==> src/atm_pkg.sv <==
package atm_pkg;
   // Status picker encodings
   localparam logic PICK_ACQ = 1'b0;
   localparam logic PICK_FRAME = 1'b1;
   // Output line source encodings
   localparam logic [1:0] SRC_PERMIT = 2'h0;
   localparam logic [1:0] SRC_EXPOSURE = 2'h1;
   localparam logic [1:0] SRC_ACQ_WAIT = 2'h2;
   localparam logic [1:0] SRC_FRAME_WAIT = 2'h3;
   // Frame budget counter width and reset values
   localparam int FRAME_CNT_W = 8;
   localparam logic [FRAME_CNT_W-1:0] FRAMES_RESET = 8'h01;
   localparam logic [FRAME_CNT_W-1:0] CNT_ZERO = 8'h00;
   // Acquisition sequencer states, Gray coded along the usual path
   typedef enum logic [1:0] {
      ATM_IDLE = 2'b00,
      ATM_ACQ_WAIT = 2'b01,
      ATM_FRAME_WAIT = 2'b11,
      ATM_CAPTURE = 2'b10
   } atm_state_t;
endpackage

==> src/atm_sync2.sv <==
`timescale 1ns/100ps
// Two-flop synchroniser for pin inputs
module atm_sync2 (
   input wire logic clk_in, // Clock
   input wire logic reset_in, // Synchronous reset
   input wire logic async_in, // Pin level
   output logic sync_out // Level in clock domain
);
   logic meta; // First stage, read only by the second
   // Both stages clear on reset
   always_ff @(posedge clk_in) begin
      if (reset_in) begin
         meta <= 1'b0;
         sync_out <= 1'b0;
      end else begin
         meta <= async_in;
         sync_out <= meta;
      end
   end
endmodule

==> src/atm_monitor.sv <==
`timescale 1ns/100ps
// Contract
// - Permit window output follows window open/close
// - Global shutter: permit window equals exposure
// - Line mux selects permit window; direction gate
// - Software acq trigger outside wait: overtrigger
// - Software frame trigger outside wait: overtrigger
// - Hardware acq trigger outside wait: overtrigger
// - Hardware frame trigger outside wait: overtrigger
// - Picker selects wait state for status value
// - Acq wait output rises on entering wait
// - Acq wait output falls on accepted trigger
// - Acq wait output only with hardware triggering
// - Frame wait output shows frame wait state
// - Frame wait rises on entry, falls on trigger
// - Frame wait output only with hardware triggering
module atm_monitor (
   input wire logic clk_in, // 250 MHz clock
   input wire logic reset_in, // Synchronous reset, active high
   input wire logic acquisition_enable_in, // Acquisition running level
   input wire logic ext_acq_begin_trigger_in, // Hardware acq trigger pin
   input wire logic hw_frame_begin_trigger_in, // Hardware frame trigger pin
   input wire logic sw_acq_trigger_in, // Software acq trigger pulse
   input wire logic sw_frame_trigger_in, // Software frame trigger pulse
   input wire logic hw_acq_mode_in, // 1: hardware acq triggering
   input wire logic hw_frame_mode_in, // 1: hardware frame triggering
   input wire logic frame_trigger_on_in, // 0: frames generated internally
   input wire logic [atm_pkg::FRAME_CNT_W-1:0] frames_per_burst_in, // Frames per acquisition
   input wire logic capture_done_in, // Frame capture finished pulse
   input wire logic exposure_in_progress_in, // Exposure from sensor timing
   input wire logic sensor_window_in, // Rolling shutter permit window
   input wire logic global_shutter_in, // 1: global shutter mode
   input wire logic wait_status_picker_in, // Status selector
   input wire logic [1:0] line_signal_origin_in, // Line source select
   input wire logic line_direction_in, // 1: bidirectional line is output
   input wire logic acq_over_ack_in, // Clear acq overtrigger flag
   input wire logic frame_over_ack_in, // Clear frame overtrigger flag
   output logic lighting_permit_window_out, // Permit window
   output logic acq_begin_waiting_out, // Acq wait signal
   output logic frame_begin_waiting_out, // Frame wait signal
   output logic wait_status_value_out, // Selected wait status
   output logic bidirectional_line_b_out, // Line driven level
   output logic bidirectional_line_b_oe_n_out, // Low while line driven
   output logic acq_overtrigger_out, // Sticky acq overtrigger flag
   output logic frame_overtrigger_out // Sticky frame overtrigger flag
);
   import atm_pkg::*;

   ////////////////////////////////////////////////////////////////////////////////
   // Pin synchronisers and edge detection
   logic acq_pin_s; // Synchronised acq pin
   logic frame_pin_s; // Synchronised frame pin
   logic acq_pin_d; // Previous acq pin level
   logic frame_pin_d; // Previous frame pin level
   logic hw_acq_edge; // Rising edge of acq pin
   logic hw_frame_edge; // Rising edge of frame pin

   atm_sync2 u_sync_acq (
      .clk_in(clk_in),
      .reset_in(reset_in),
      .async_in(ext_acq_begin_trigger_in),
      .sync_out(acq_pin_s)
   );

   atm_sync2 u_sync_frame (
      .clk_in(clk_in),
      .reset_in(reset_in),
      .async_in(hw_frame_begin_trigger_in),
      .sync_out(frame_pin_s)
   );

   // Delay of synchronised levels for edges
   always_ff @(posedge clk_in) begin
      if (reset_in) begin
         acq_pin_d <= 1'b0;
         frame_pin_d <= 1'b0;
      end else begin
         acq_pin_d <= acq_pin_s;
         frame_pin_d <= frame_pin_s;
      end
   end

   assign hw_acq_edge = acq_pin_s & ~acq_pin_d;
   assign hw_frame_edge = frame_pin_s & ~frame_pin_d;

   ////////////////////////////////////////////////////////////////////////////////
   // Trigger qualification by mode
   logic acq_trig; // Acq trigger from the active source
   logic frame_trig; // Frame trigger from the active source
   logic in_acq_wait; // Waiting for acq trigger
   logic in_frame_wait; // Waiting for frame trigger
   atm_state_t state; // Sequencer state
   atm_state_t next_state; // Next sequencer state
   logic [FRAME_CNT_W-1:0] frames_left; // Frames still due in burst
   logic [FRAME_CNT_W-1:0] next_frames_left; // Next frame count

   // Only the selected source reaches the sequencer
   assign acq_trig = hw_acq_mode_in ? hw_acq_edge : sw_acq_trigger_in;
   assign frame_trig = hw_frame_mode_in ? hw_frame_edge : sw_frame_trigger_in;
   assign in_acq_wait = (state == ATM_ACQ_WAIT);
   assign in_frame_wait = (state == ATM_FRAME_WAIT);

   ////////////////////////////////////////////////////////////////////////////////
   // Acquisition sequencer
   // Triggers outside their wait state leave the state untouched
   always_comb begin
      next_state = state;
      next_frames_left = frames_left;
      case (state)
         ATM_IDLE: begin
            if (acquisition_enable_in) begin
               next_state = ATM_ACQ_WAIT;
            end
         end
         ATM_ACQ_WAIT: begin
            if (!acquisition_enable_in) begin
               next_state = ATM_IDLE;
            end else if (acq_trig) begin
               next_state = ATM_FRAME_WAIT;
               next_frames_left = (frames_per_burst_in == CNT_ZERO) ? FRAMES_RESET : frames_per_burst_in;
            end
         end
         ATM_FRAME_WAIT: begin
            if (!acquisition_enable_in) begin
               next_state = ATM_IDLE;
            end else if (frame_trig || !frame_trigger_on_in) begin
               next_state = ATM_CAPTURE;
               next_frames_left = frames_left - 8'h01;
            end
         end
         ATM_CAPTURE: begin
            if (capture_done_in) begin
               // Re-enter acq wait once the burst is spent
               if (!acquisition_enable_in) begin
                  next_state = ATM_IDLE;
               end else if (frames_left == CNT_ZERO) begin
                  next_state = ATM_ACQ_WAIT;
               end else begin
                  next_state = ATM_FRAME_WAIT;
               end
            end
         end
         default: begin
            next_state = ATM_IDLE;
         end
      endcase
   end

   // State and frame counter
   always_ff @(posedge clk_in) begin
      if (reset_in) begin
         state <= ATM_IDLE;
         frames_left <= FRAMES_RESET;
      end else begin
         state <= next_state;
         frames_left <= next_frames_left;
      end
   end

   ////////////////////////////////////////////////////////////////////////////////
   // Wait outputs and status
   // Wait pins are only meaningful in hardware trigger mode
   always_ff @(posedge clk_in) begin
      if (reset_in) begin
         acq_begin_waiting_out <= 1'b0;
         frame_begin_waiting_out <= 1'b0;
      end else begin
         acq_begin_waiting_out <= hw_acq_mode_in & (next_state == ATM_ACQ_WAIT);
         frame_begin_waiting_out <= hw_frame_mode_in & (next_state == ATM_FRAME_WAIT);
      end
   end

   // Software-readable status via picker
   always_ff @(posedge clk_in) begin
      if (reset_in) begin
         wait_status_value_out <= 1'b0;
      end else if (wait_status_picker_in == PICK_FRAME) begin
         wait_status_value_out <= (next_state == ATM_FRAME_WAIT);
      end else begin
         wait_status_value_out <= (next_state == ATM_ACQ_WAIT);
      end
   end

   ////////////////////////////////////////////////////////////////////////////////
   // Overtrigger flags; a new event wins over a same-cycle acknowledge
   logic acq_over_evt; // Acq trigger outside acq wait
   logic frame_over_evt; // Frame trigger outside frame wait

   assign acq_over_evt = acq_trig & ~in_acq_wait;
   assign frame_over_evt = frame_trig & ~in_frame_wait;

   // Acq overtrigger flag
   always_ff @(posedge clk_in) begin
      if (reset_in) begin
         acq_overtrigger_out <= 1'b0;
      end else if (acq_over_evt) begin
         acq_overtrigger_out <= 1'b1;
      end else if (acq_over_ack_in) begin
         acq_overtrigger_out <= 1'b0;
      end
   end

   // Frame overtrigger flag
   always_ff @(posedge clk_in) begin
      if (reset_in) begin
         frame_overtrigger_out <= 1'b0;
      end else if (frame_over_evt) begin
         frame_overtrigger_out <= 1'b1;
      end else if (frame_over_ack_in) begin
         frame_overtrigger_out <= 1'b0;
      end
   end

   ////////////////////////////////////////////////////////////////////////////////
   // Lighting permit window and output line
   logic permit; // Combined permit window level
   logic line_level; // Selected line source level

   // Global shutter copies exposure, rolling uses sensor window
   assign permit = global_shutter_in ? exposure_in_progress_in : sensor_window_in;

   // Line source multiplexer
   always_comb begin
      case (line_signal_origin_in)
         SRC_PERMIT: line_level = permit;
         SRC_EXPOSURE: line_level = exposure_in_progress_in;
         SRC_ACQ_WAIT: line_level = hw_acq_mode_in & in_acq_wait;
         SRC_FRAME_WAIT: line_level = hw_frame_mode_in & in_frame_wait;
         default: line_level = 1'b0;
      endcase
   end

   // Registered outputs; line only driven when set to output
   always_ff @(posedge clk_in) begin
      if (reset_in) begin
         lighting_permit_window_out <= 1'b0;
         bidirectional_line_b_out <= 1'b0;
         bidirectional_line_b_oe_n_out <= 1'b1;
      end else begin
         lighting_permit_window_out <= permit;
         bidirectional_line_b_out <= line_level;
         bidirectional_line_b_oe_n_out <= ~line_direction_in;
      end
   end
endmodule

==> config.mk <==
export PLATFORM = sky130hd
export DESIGN_NAME = atm_monitor
export DESIGN_NICKNAME = d
export VERILOG_FILES = /design/src/atm_pkg.sv /design/src/atm_sync2.sv /design/src/atm_monitor.sv
export SDC_FILE = /design/constraint.sdc
export NUM_CORES = 1
export LEC_CHECK = 0
export BUFFER_PORTS_ARGS = -buffer_cell sky130_fd_sc_hd__buf_2
export CORE_MARGIN = 8
export CORE_UTILIZATION = 49
export DETAILED_ROUTE_END_ITERATION = 8
export HOLD_SLACK_MARGIN = 0.12
export MAX_ROUTING_LAYER = met4
export PLACE_DENSITY_LB_ADDON = 0.15
export SYNTH_ARGS = -nofsm -noshare
export SYNTH_HDL_FRONTEND = slang
export SYNTH_SLANG_ARGS = --single-unit
==> constraint.sdc <==
create_clock -name clk_in -period 1.7 [get_ports clk_in]
set_input_delay 0.17 -clock clk_in [delete_from_list [all_inputs] [get_ports clk_in]]
set_output_delay 0.17 -clock clk_in [all_outputs]
set_load 0.05 [all_outputs]
==> results.toml, run 1 <==
[route]
firstDrtPassIters = 4
routed_wirelength_mm = 3.17
wl_met1_mm = 1.48
drc = 0
wl_met3_um = 165
num_vias = 1170
final_antenna_net_count = 0
viasPerCell = 5.76
wl_per_cell_um = 15.6
drtIter0Drc = 45
top_layer = "met4"
wl_met2_mm = 1.47

[min_path]
worstHoldStart = "frame_over_ack_in"
hold_class = "in2reg"
hold_end = "frame_overtrigger_out$_SDFFE_PP0P_"
whs_path_depth = 4

[setup_path]
path_buf_inv = 2
crit_chain = "dlygate4sd3_1 -> buf_2 -> and3b_4 -> o311ai_4 -> a2111oi_1 -> a211o_1"
endpoint_kind = "flop"
cp.arrival_ps = 1890
r2r_start = "state[1]$_SDFF_PP0_"
crit_fanout = 8
crit_slowest_cell = "dlygate4sd3_1"
slowest_delay_ps = 530
r2r-end = "frames_left[0]$_SDFFE_PP1P_"
cp_top_family = "compound AO/OA/AOI/OAI gates"
cp.depth = 6
crit_path_start_kind = "input port"
r2r_setup_slack_ps = 170
rr_worst_depth = 3
critPathKind = "in2reg"
crit_required_ps = 1920

[sta]
fin_crit_ps = 1670
slew_viol_final = 0
worstMarginPinSlew_ps = 469
max-slew-margin-rel = 0.685
finalClockSkew_ps = 6.29
finalSetupTns_ps = 0
period_share = 0.981
finalSetupViolCount = 0
rsz0062_at_grt = "no"
hold_viol_final = 0
fmax_ghz = 0.600

[synth]
yosys_warnings = 0
ys_types = 42
netlist_area_sq_um = 1210
synth_fp_nets = 158
ys_ff_latch = 24
seq_area_frac_synth = 0.397
synth_cells = 129
syn_avg_cell_area_sq_um = 9.38

[final_layout]
final_area_sq_um = 1560
fin_util = 0.645
drive_above_1_share = 0.301
fillers = 222
antenna_cells = 0
final_cell_count_no_fill = 203
area_growth_pct = 28.5
nets = 203

[run]
cap_violations = 0

[floorplan]
start_util = 0.502
pin_count = 36
dieArea_sq_um = 4320
die_w_um = 65.7
die_h_um = 65.7
core_sq_um = 2410
rows = 18

[placed_design]
portBuffers = 35
dpl.cell_count = 189
dp_hpwl_mm = 2.22
routabilityCongestion = 0.817
post_dp_cell_area_sq_um = 1390

[cts]
clock_tree.root_cell = "clkbuf_4"
cts_made_buffers = 3
cts_buffer_depth = 2
clkSinkCount = 24
path_clk_slew_ps = 130
clock_latency_ps = 320
cts_tree = "built"
h-tree-depth = 1

[power]
p_per_area_nw_per_um2 = 767
ir_drop_uv = 606
power.leakage_nw = 0.653
power_mw = 1.19

[global_route]
grt_pass1_wl_mm = 5.24
grt_remaining_overflow = 0
antenna_found_initial = 0
grt_pass1_vias = 1170
grt_max_degree = 22
grt_util_all_layers = 0.154

[status]
status = "complete, no violations"
==> layout make-up <==
type,count,area (sq um),area share
Clock inverter,1,30.0,0.0193
Timing Repair Buffer,46,283,0.182
Clock buffer,3,22.5,0.0145
Tap cell,30,37.5,0.0241
Inverter,6,22.5,0.0145
Multi-Input combinational cell,93,679,0.437
Sequential cell,24,480,0.309
==> routing by layer <==
metal / vias up / GRT usage
met4: 0 / 0.0599
met5: - / -
met2: 50 / 0.247
met1: 542 / 0.183
li1: 572 / -
met3: 6 / 0.0306
==> power by group <==
part	total (mW)	internal, mW	switching [mW]
Clock	0.414	0.238	0.175
Sequential	0.598	0.583	0.0150
Combinational	0.181	0.0791	0.102
Total	1.19	0.900	0.292
==> kinds of logic after synthesis <==
group / share of synthesized area
fa+ha+maj: 0.0103
mux: 0.0331
flops: 0.397
buf+inv: 0.0486
compound gates: 0.238
simple gates: 0.273
==> placed cells by master (no fill, tap or decap), types with 4 or more instances in the layout <==
cell type and n:
o311ai_1 6, dlygate4sd3_1 10, o31ai_1 6, nor2b_1 6, buf_2 35, nor2_1 11, dfxtp_1 24, inv_1 6
mux2i_1 4, and3_1 4, a21oi_1 13
==> metrics by stage <==
| step | setup slack, ps | hold WS, ps |
|---|---|---|
| final | 32.9 | 141 |
| after global routing | 17.6 | 172 |
| after global placement | 186 | 330 |
| after detailed placement | 138 | 336 |
| after floorplan | 292 | 232 |
| after CTS | 55.3 | 139 |
==> state kept, by name, summed over array words and instances (netlist names) <==
name                           flops
acq_begin_waiting_out              1
acq_overtrigger_out                1
acq_pin_d                          1
bidirectional_line_b_oe_n_out      1
bidirectional_line_b_out           1
frame_begin_waiting_out            1
frame_overtrigger_out              1
frame_pin_d                        1
frames_left                        8
lighting_permit_window_out         1
state                              2
u_sync_acq.meta                    1
u_sync_acq.sync_out                1
u_sync_frame.meta                  1
u_sync_frame.sync_out              1
wait_status_value_out              1
==> timing repair <==
| item | 4_1_cts | 5_1_grt |
|---|---|---|
| endpoints found under the hold margin | 9 | 0 |
| hold buffers | 10 | 0 |
| resized for setup | 0 | 2 |
| setup endpoints to repair | 0 | 1 |
| setup buffers | 0 | 0 |
==> worst min-delay path: stages <==
cell and delay [ps]:
buf_2 90, inv_1 40, a21oi_1 50, nor2_1 70
==> Yosys cell counts, drive strengths merged <==
| master | count | share of area |
|---|---|---|
| inv | 6 | 0.019 |
| o31ai | 6 | 0.037 |
| nor3 | 4 | 0.026 |
| o22ai | 1 | 0.0052 |
| and4 | 1 | 0.0072 |
| clkbuf | 2 | 0.0062 |
| nor2b | 7 | 0.036 |
| a211o | 1 | 0.0072 |
| o311a | 1 | 0.018 |
| o2111ai | 1 | 0.0072 |
| nand3b | 3 | 0.019 |
| buf | 4 | 0.024 |
| a22oi | 1 | 0.0062 |
| nand2 | 5 | 0.020 |
| a31oi | 1 | 0.0052 |
| nand2b | 2 | 0.010 |
| dfxtp | 24 | 0.40 |
| a31o | 1 | 0.0072 |
| and3 | 4 | 0.021 |
| a2111oi | 1 | 0.0083 |
| o21ai | 1 | 0.0041 |
| a21oi | 13 | 0.054 |
| and2 | 2 | 0.012 |
| o211ai | 1 | 0.0062 |
| nor3b | 5 | 0.043 |
| o22a | 1 | 0.0072 |
| nand4 | 1 | 0.0052 |
| ha | 1 | 0.010 |
| mux2i | 4 | 0.033 |
| nor4 | 3 | 0.021 |
| nor2 | 11 | 0.034 |
| o311ai | 7 | 0.065 |
| nand3 | 2 | 0.0083 |
| and3b | 1 | 0.010 |
==> worst max path at each step <==
stage | startpoint | to | slack (ps)
final | hw_acq_mode_in | frames_left[0]$_SDFFE_PP1P_ | 30
after global routing | hw_acq_mode_in | frames_left[0]$_SDFFE_PP1P_ | 20
after CTS | hw_acq_mode_in | frames_left[0]$_SDFFE_PP1P_ | 60
after detailed placement | frames_left[0]$_SDFFE_PP1P_ | wait_status_value_out$_SDFF_PP0_ | 140
after global placement | frames_left[0]$_SDFFE_PP1P_ | wait_status_value_out$_SDFF_PP0_ | 190
after floorplan | frames_left[0]$_SDFFE_PP1P_ | wait_status_value_out$_SDFF_PP0_ | 290
(Power assumes the default switching activity.)
==> inputs of run 2 (changes only) <==
--- a/config.mk
+++ b/config.mk
@@ -5,13 +5,14 @@
 export SDC_FILE = /design/constraint.sdc
 export NUM_CORES = 1
 export LEC_CHECK = 0
-export BUFFER_PORTS_ARGS = -buffer_cell sky130_fd_sc_hd__buf_2
 export CORE_MARGIN = 8
 export CORE_UTILIZATION = 49
 export DETAILED_ROUTE_END_ITERATION = 8
+export DONT_BUFFER_PORTS = 1
 export HOLD_SLACK_MARGIN = 0.12
 export MAX_ROUTING_LAYER = met4
 export PLACE_DENSITY_LB_ADDON = 0.15
 export SYNTH_ARGS = -nofsm -noshare
 export SYNTH_HDL_FRONTEND = slang
 export SYNTH_SLANG_ARGS = --single-unit
+export TNS_END_PERCENT = 10
==> run 2 against run 1 <==
Global-route usage is 0.41 points higher. Setup slack better by 120 ps. Sequential power is 5.5% higher. Critical path depth is 1 higher. Count of clock-buffer cells in the layout is 1 higher. Register-to-register slack worse by 20 ps. Largest cell class unchanged. Power is 11% lower. Highest routed layer unchanged. Critical endpoint is now frames_left[6]$_SDFFE_PP0P_. Maximum frequency is 7.8% higher. Via count is 9.8% lower. Final area is 5.5% lower. Core utilization is 3.5 points lower.
==> results.toml, run 2 (synthesis gave the netlist of run 1 again) <==
[floorplan]
core_sq_um = 2410
die_w_um = 65.7
start_util = 0.502
pin_count = 36
dieArea_sq_um = 4320
die_h_um = 65.7
rows = 18

[power]
power_mw = 1.06
power.leakage_nw = 0.566
switchingPower_mw = 0.278
p_int_mw = 0.781
swShare = 0.263
ir_drop_uv = 673
pwr-share-seq = 0.596
pwr-share-clk = 0.293
p_comb_frac = 0.111
p_per_area_nw_per_um2 = 720

[final_layout]
drive_above_1_share = 0.127
final_cell_mix = "24 x dfxtp_1, 18 x dlygate4sd3_1, 13 x a21oi_1"
final_cell_count_no_fill = 180
antenna_cells = 0
largest_register_ffs = 8
top_regs = "frames_left (8), state (2)"
nets = 180
top_register = "frames_left"
layout_commonest_cell = "dfxtp_1"
area_growth_pct = 21.5

[sta]
fin_crit_ps = 1550
rsz0062_at_grt = "no"
finalSetupTns_ps = 0
finalSetupViolCount = 0
slew_viol_final = 0
max-slew-margin-rel = 0.464
period_share = 0.910
finalClockSkew_ps = 3.50
worstMarginPinSlew_ps = 804
hold_viol_final = 0
hold_ws_ps = 128
setup_ws_ps = 153
fmax_ghz = 0.647

[setup_path]
crit_slowest_cell = "dfxtp_1"
crit_fanout = 5
slowest_delay_ps = 380
cp.arrival_ps = 1740
endpoint_kind = "flop"
crit_path_start_kind = "flop"
critPathKind = "reg2reg"
crit_chain = "inv_1 -> ha_1 -> nor3b_2 -> buf_4 -> a21oi_1 -> o311ai_1 -> o31ai_1"
crit_required_ps = 1900

[placed_design]
dpl.cell_count = 157
portBuffers = 0
pre_cts_ws_ps = 176
dp_hpwl_mm = 2.17
routabilityCongestion = 0.882

[global_route]
antenna_found_initial = 0
grt_remaining_overflow = 0
grt_max_degree = 22
grt_pass1_vias = 1084
grt_util_all_layers = 0.158
grt_pass1_wl_mm = 5.15

[route]
viasPerCell = 5.86
firstDrtPassIters = 4
final_antenna_net_count = 0
num_vias = 1055
wl_per_cell_um = 17.1
drc = 0
drtIter0Drc = 78
routed_wirelength_mm = 3.07

[cts]
cts_tree = "built"
cts_buffer_depth = 2
h-tree-depth = 1
clock_latency_ps = 320
clock_tree.root_cell = "clkbuf_4"
path_clk_slew_ps = 130
clkSinkCount = 24
cts_made_buffers = 3

[run]
cap_violations = 0

[status]
status = "complete, no violations"

[min_path]
hold_class = "in2reg"
==> run 2: power groups by stage <==
stage / Combinational, mW / Clock [mW] / Sequential, mW
global placement: 0.0711 / 0 / 0.644
floorplan: 0.0671 / 0 / 0.640
CTS: 0.117 / 0.318 / 0.632
detailed placement: 0.0724 / 0 / 0.644
global route: 0.129 / 0.348 / 0.635
finish: 0.118 / 0.310 / 0.631
==> run 2: critical path, delay by kind of cell (launching register included) <==
family                   cells  cell delay [ps]
AO/OA/AOI/OAI                3              400
flip-flops                   1              380
buffers and inverters        2              230
AND/OR/NAND/NOR              1              230
adder cells (fa/ha/maj)      1              180
==> run 2: final timing paths <==
| kind | startpoint | to | slack, ps | cells past startpoint |
|---|---|---|---|---|
| max | frames_left[0]$_SDFFE_PP1P_ | frames_left[6]$_SDFFE_PP0P_ | 150 | 7 |
| min | acquisition_enable_in | frames_left[3]$_SDFFE_PP0P_ | 130 | 3 |
| max reg2reg | frames_left[0]$_SDFFE_PP1P_ | frames_left[6]$_SDFFE_PP0P_ | 150 | 7 |
| min reg2reg | u_sync_frame.meta$_SDFF_PP0_ | u_sync_frame.sync_out$_SDFF_PP0_ | 450 | 1 |
==> run 2: cell type report <==
class | instances | area (sq um)
clock buffers | 4 | 36.3
fillers | 198 | 940
inverters | 6 | 22.5
multi-input cells | 93 | 671
flip-flops and latches | 24 | 480
well taps | 30 | 37.5
repair buffers | 23 | 223
==> run 2: per-layer routing <==
| layer | global-route usage | vias up | share of wire |
|---|---|---|---|
| li1 | - | 527 | - |
| met1 | 0.179 | 482 | 0.44 |
| met2 | 0.241 | 42 | 0.46 |
| met3 | 0.0510 | 4 | 0.086 |
| met4 | 0.0817 | 0 | 0.019 |
| met5 | - | - | 0 |
==> run 2: timing repair <==
action,CTS,global route
hold buffers,19,0
buffers inserted,0,0
endpoints found under the setup margin,0,7
endpoints found under the hold margin,24,0
gates resized for setup,0,1
==> run 2: per-stage QoR <==
step,util,instance area (sq um)
4_1_cts,0.609,1470
2_1_floorplan,-,1210
3_5_place_dp,0.515,1240
6_report,0.610,1470
5_1_grt,0.610,1470
3_3_place_gp,0.515,1240
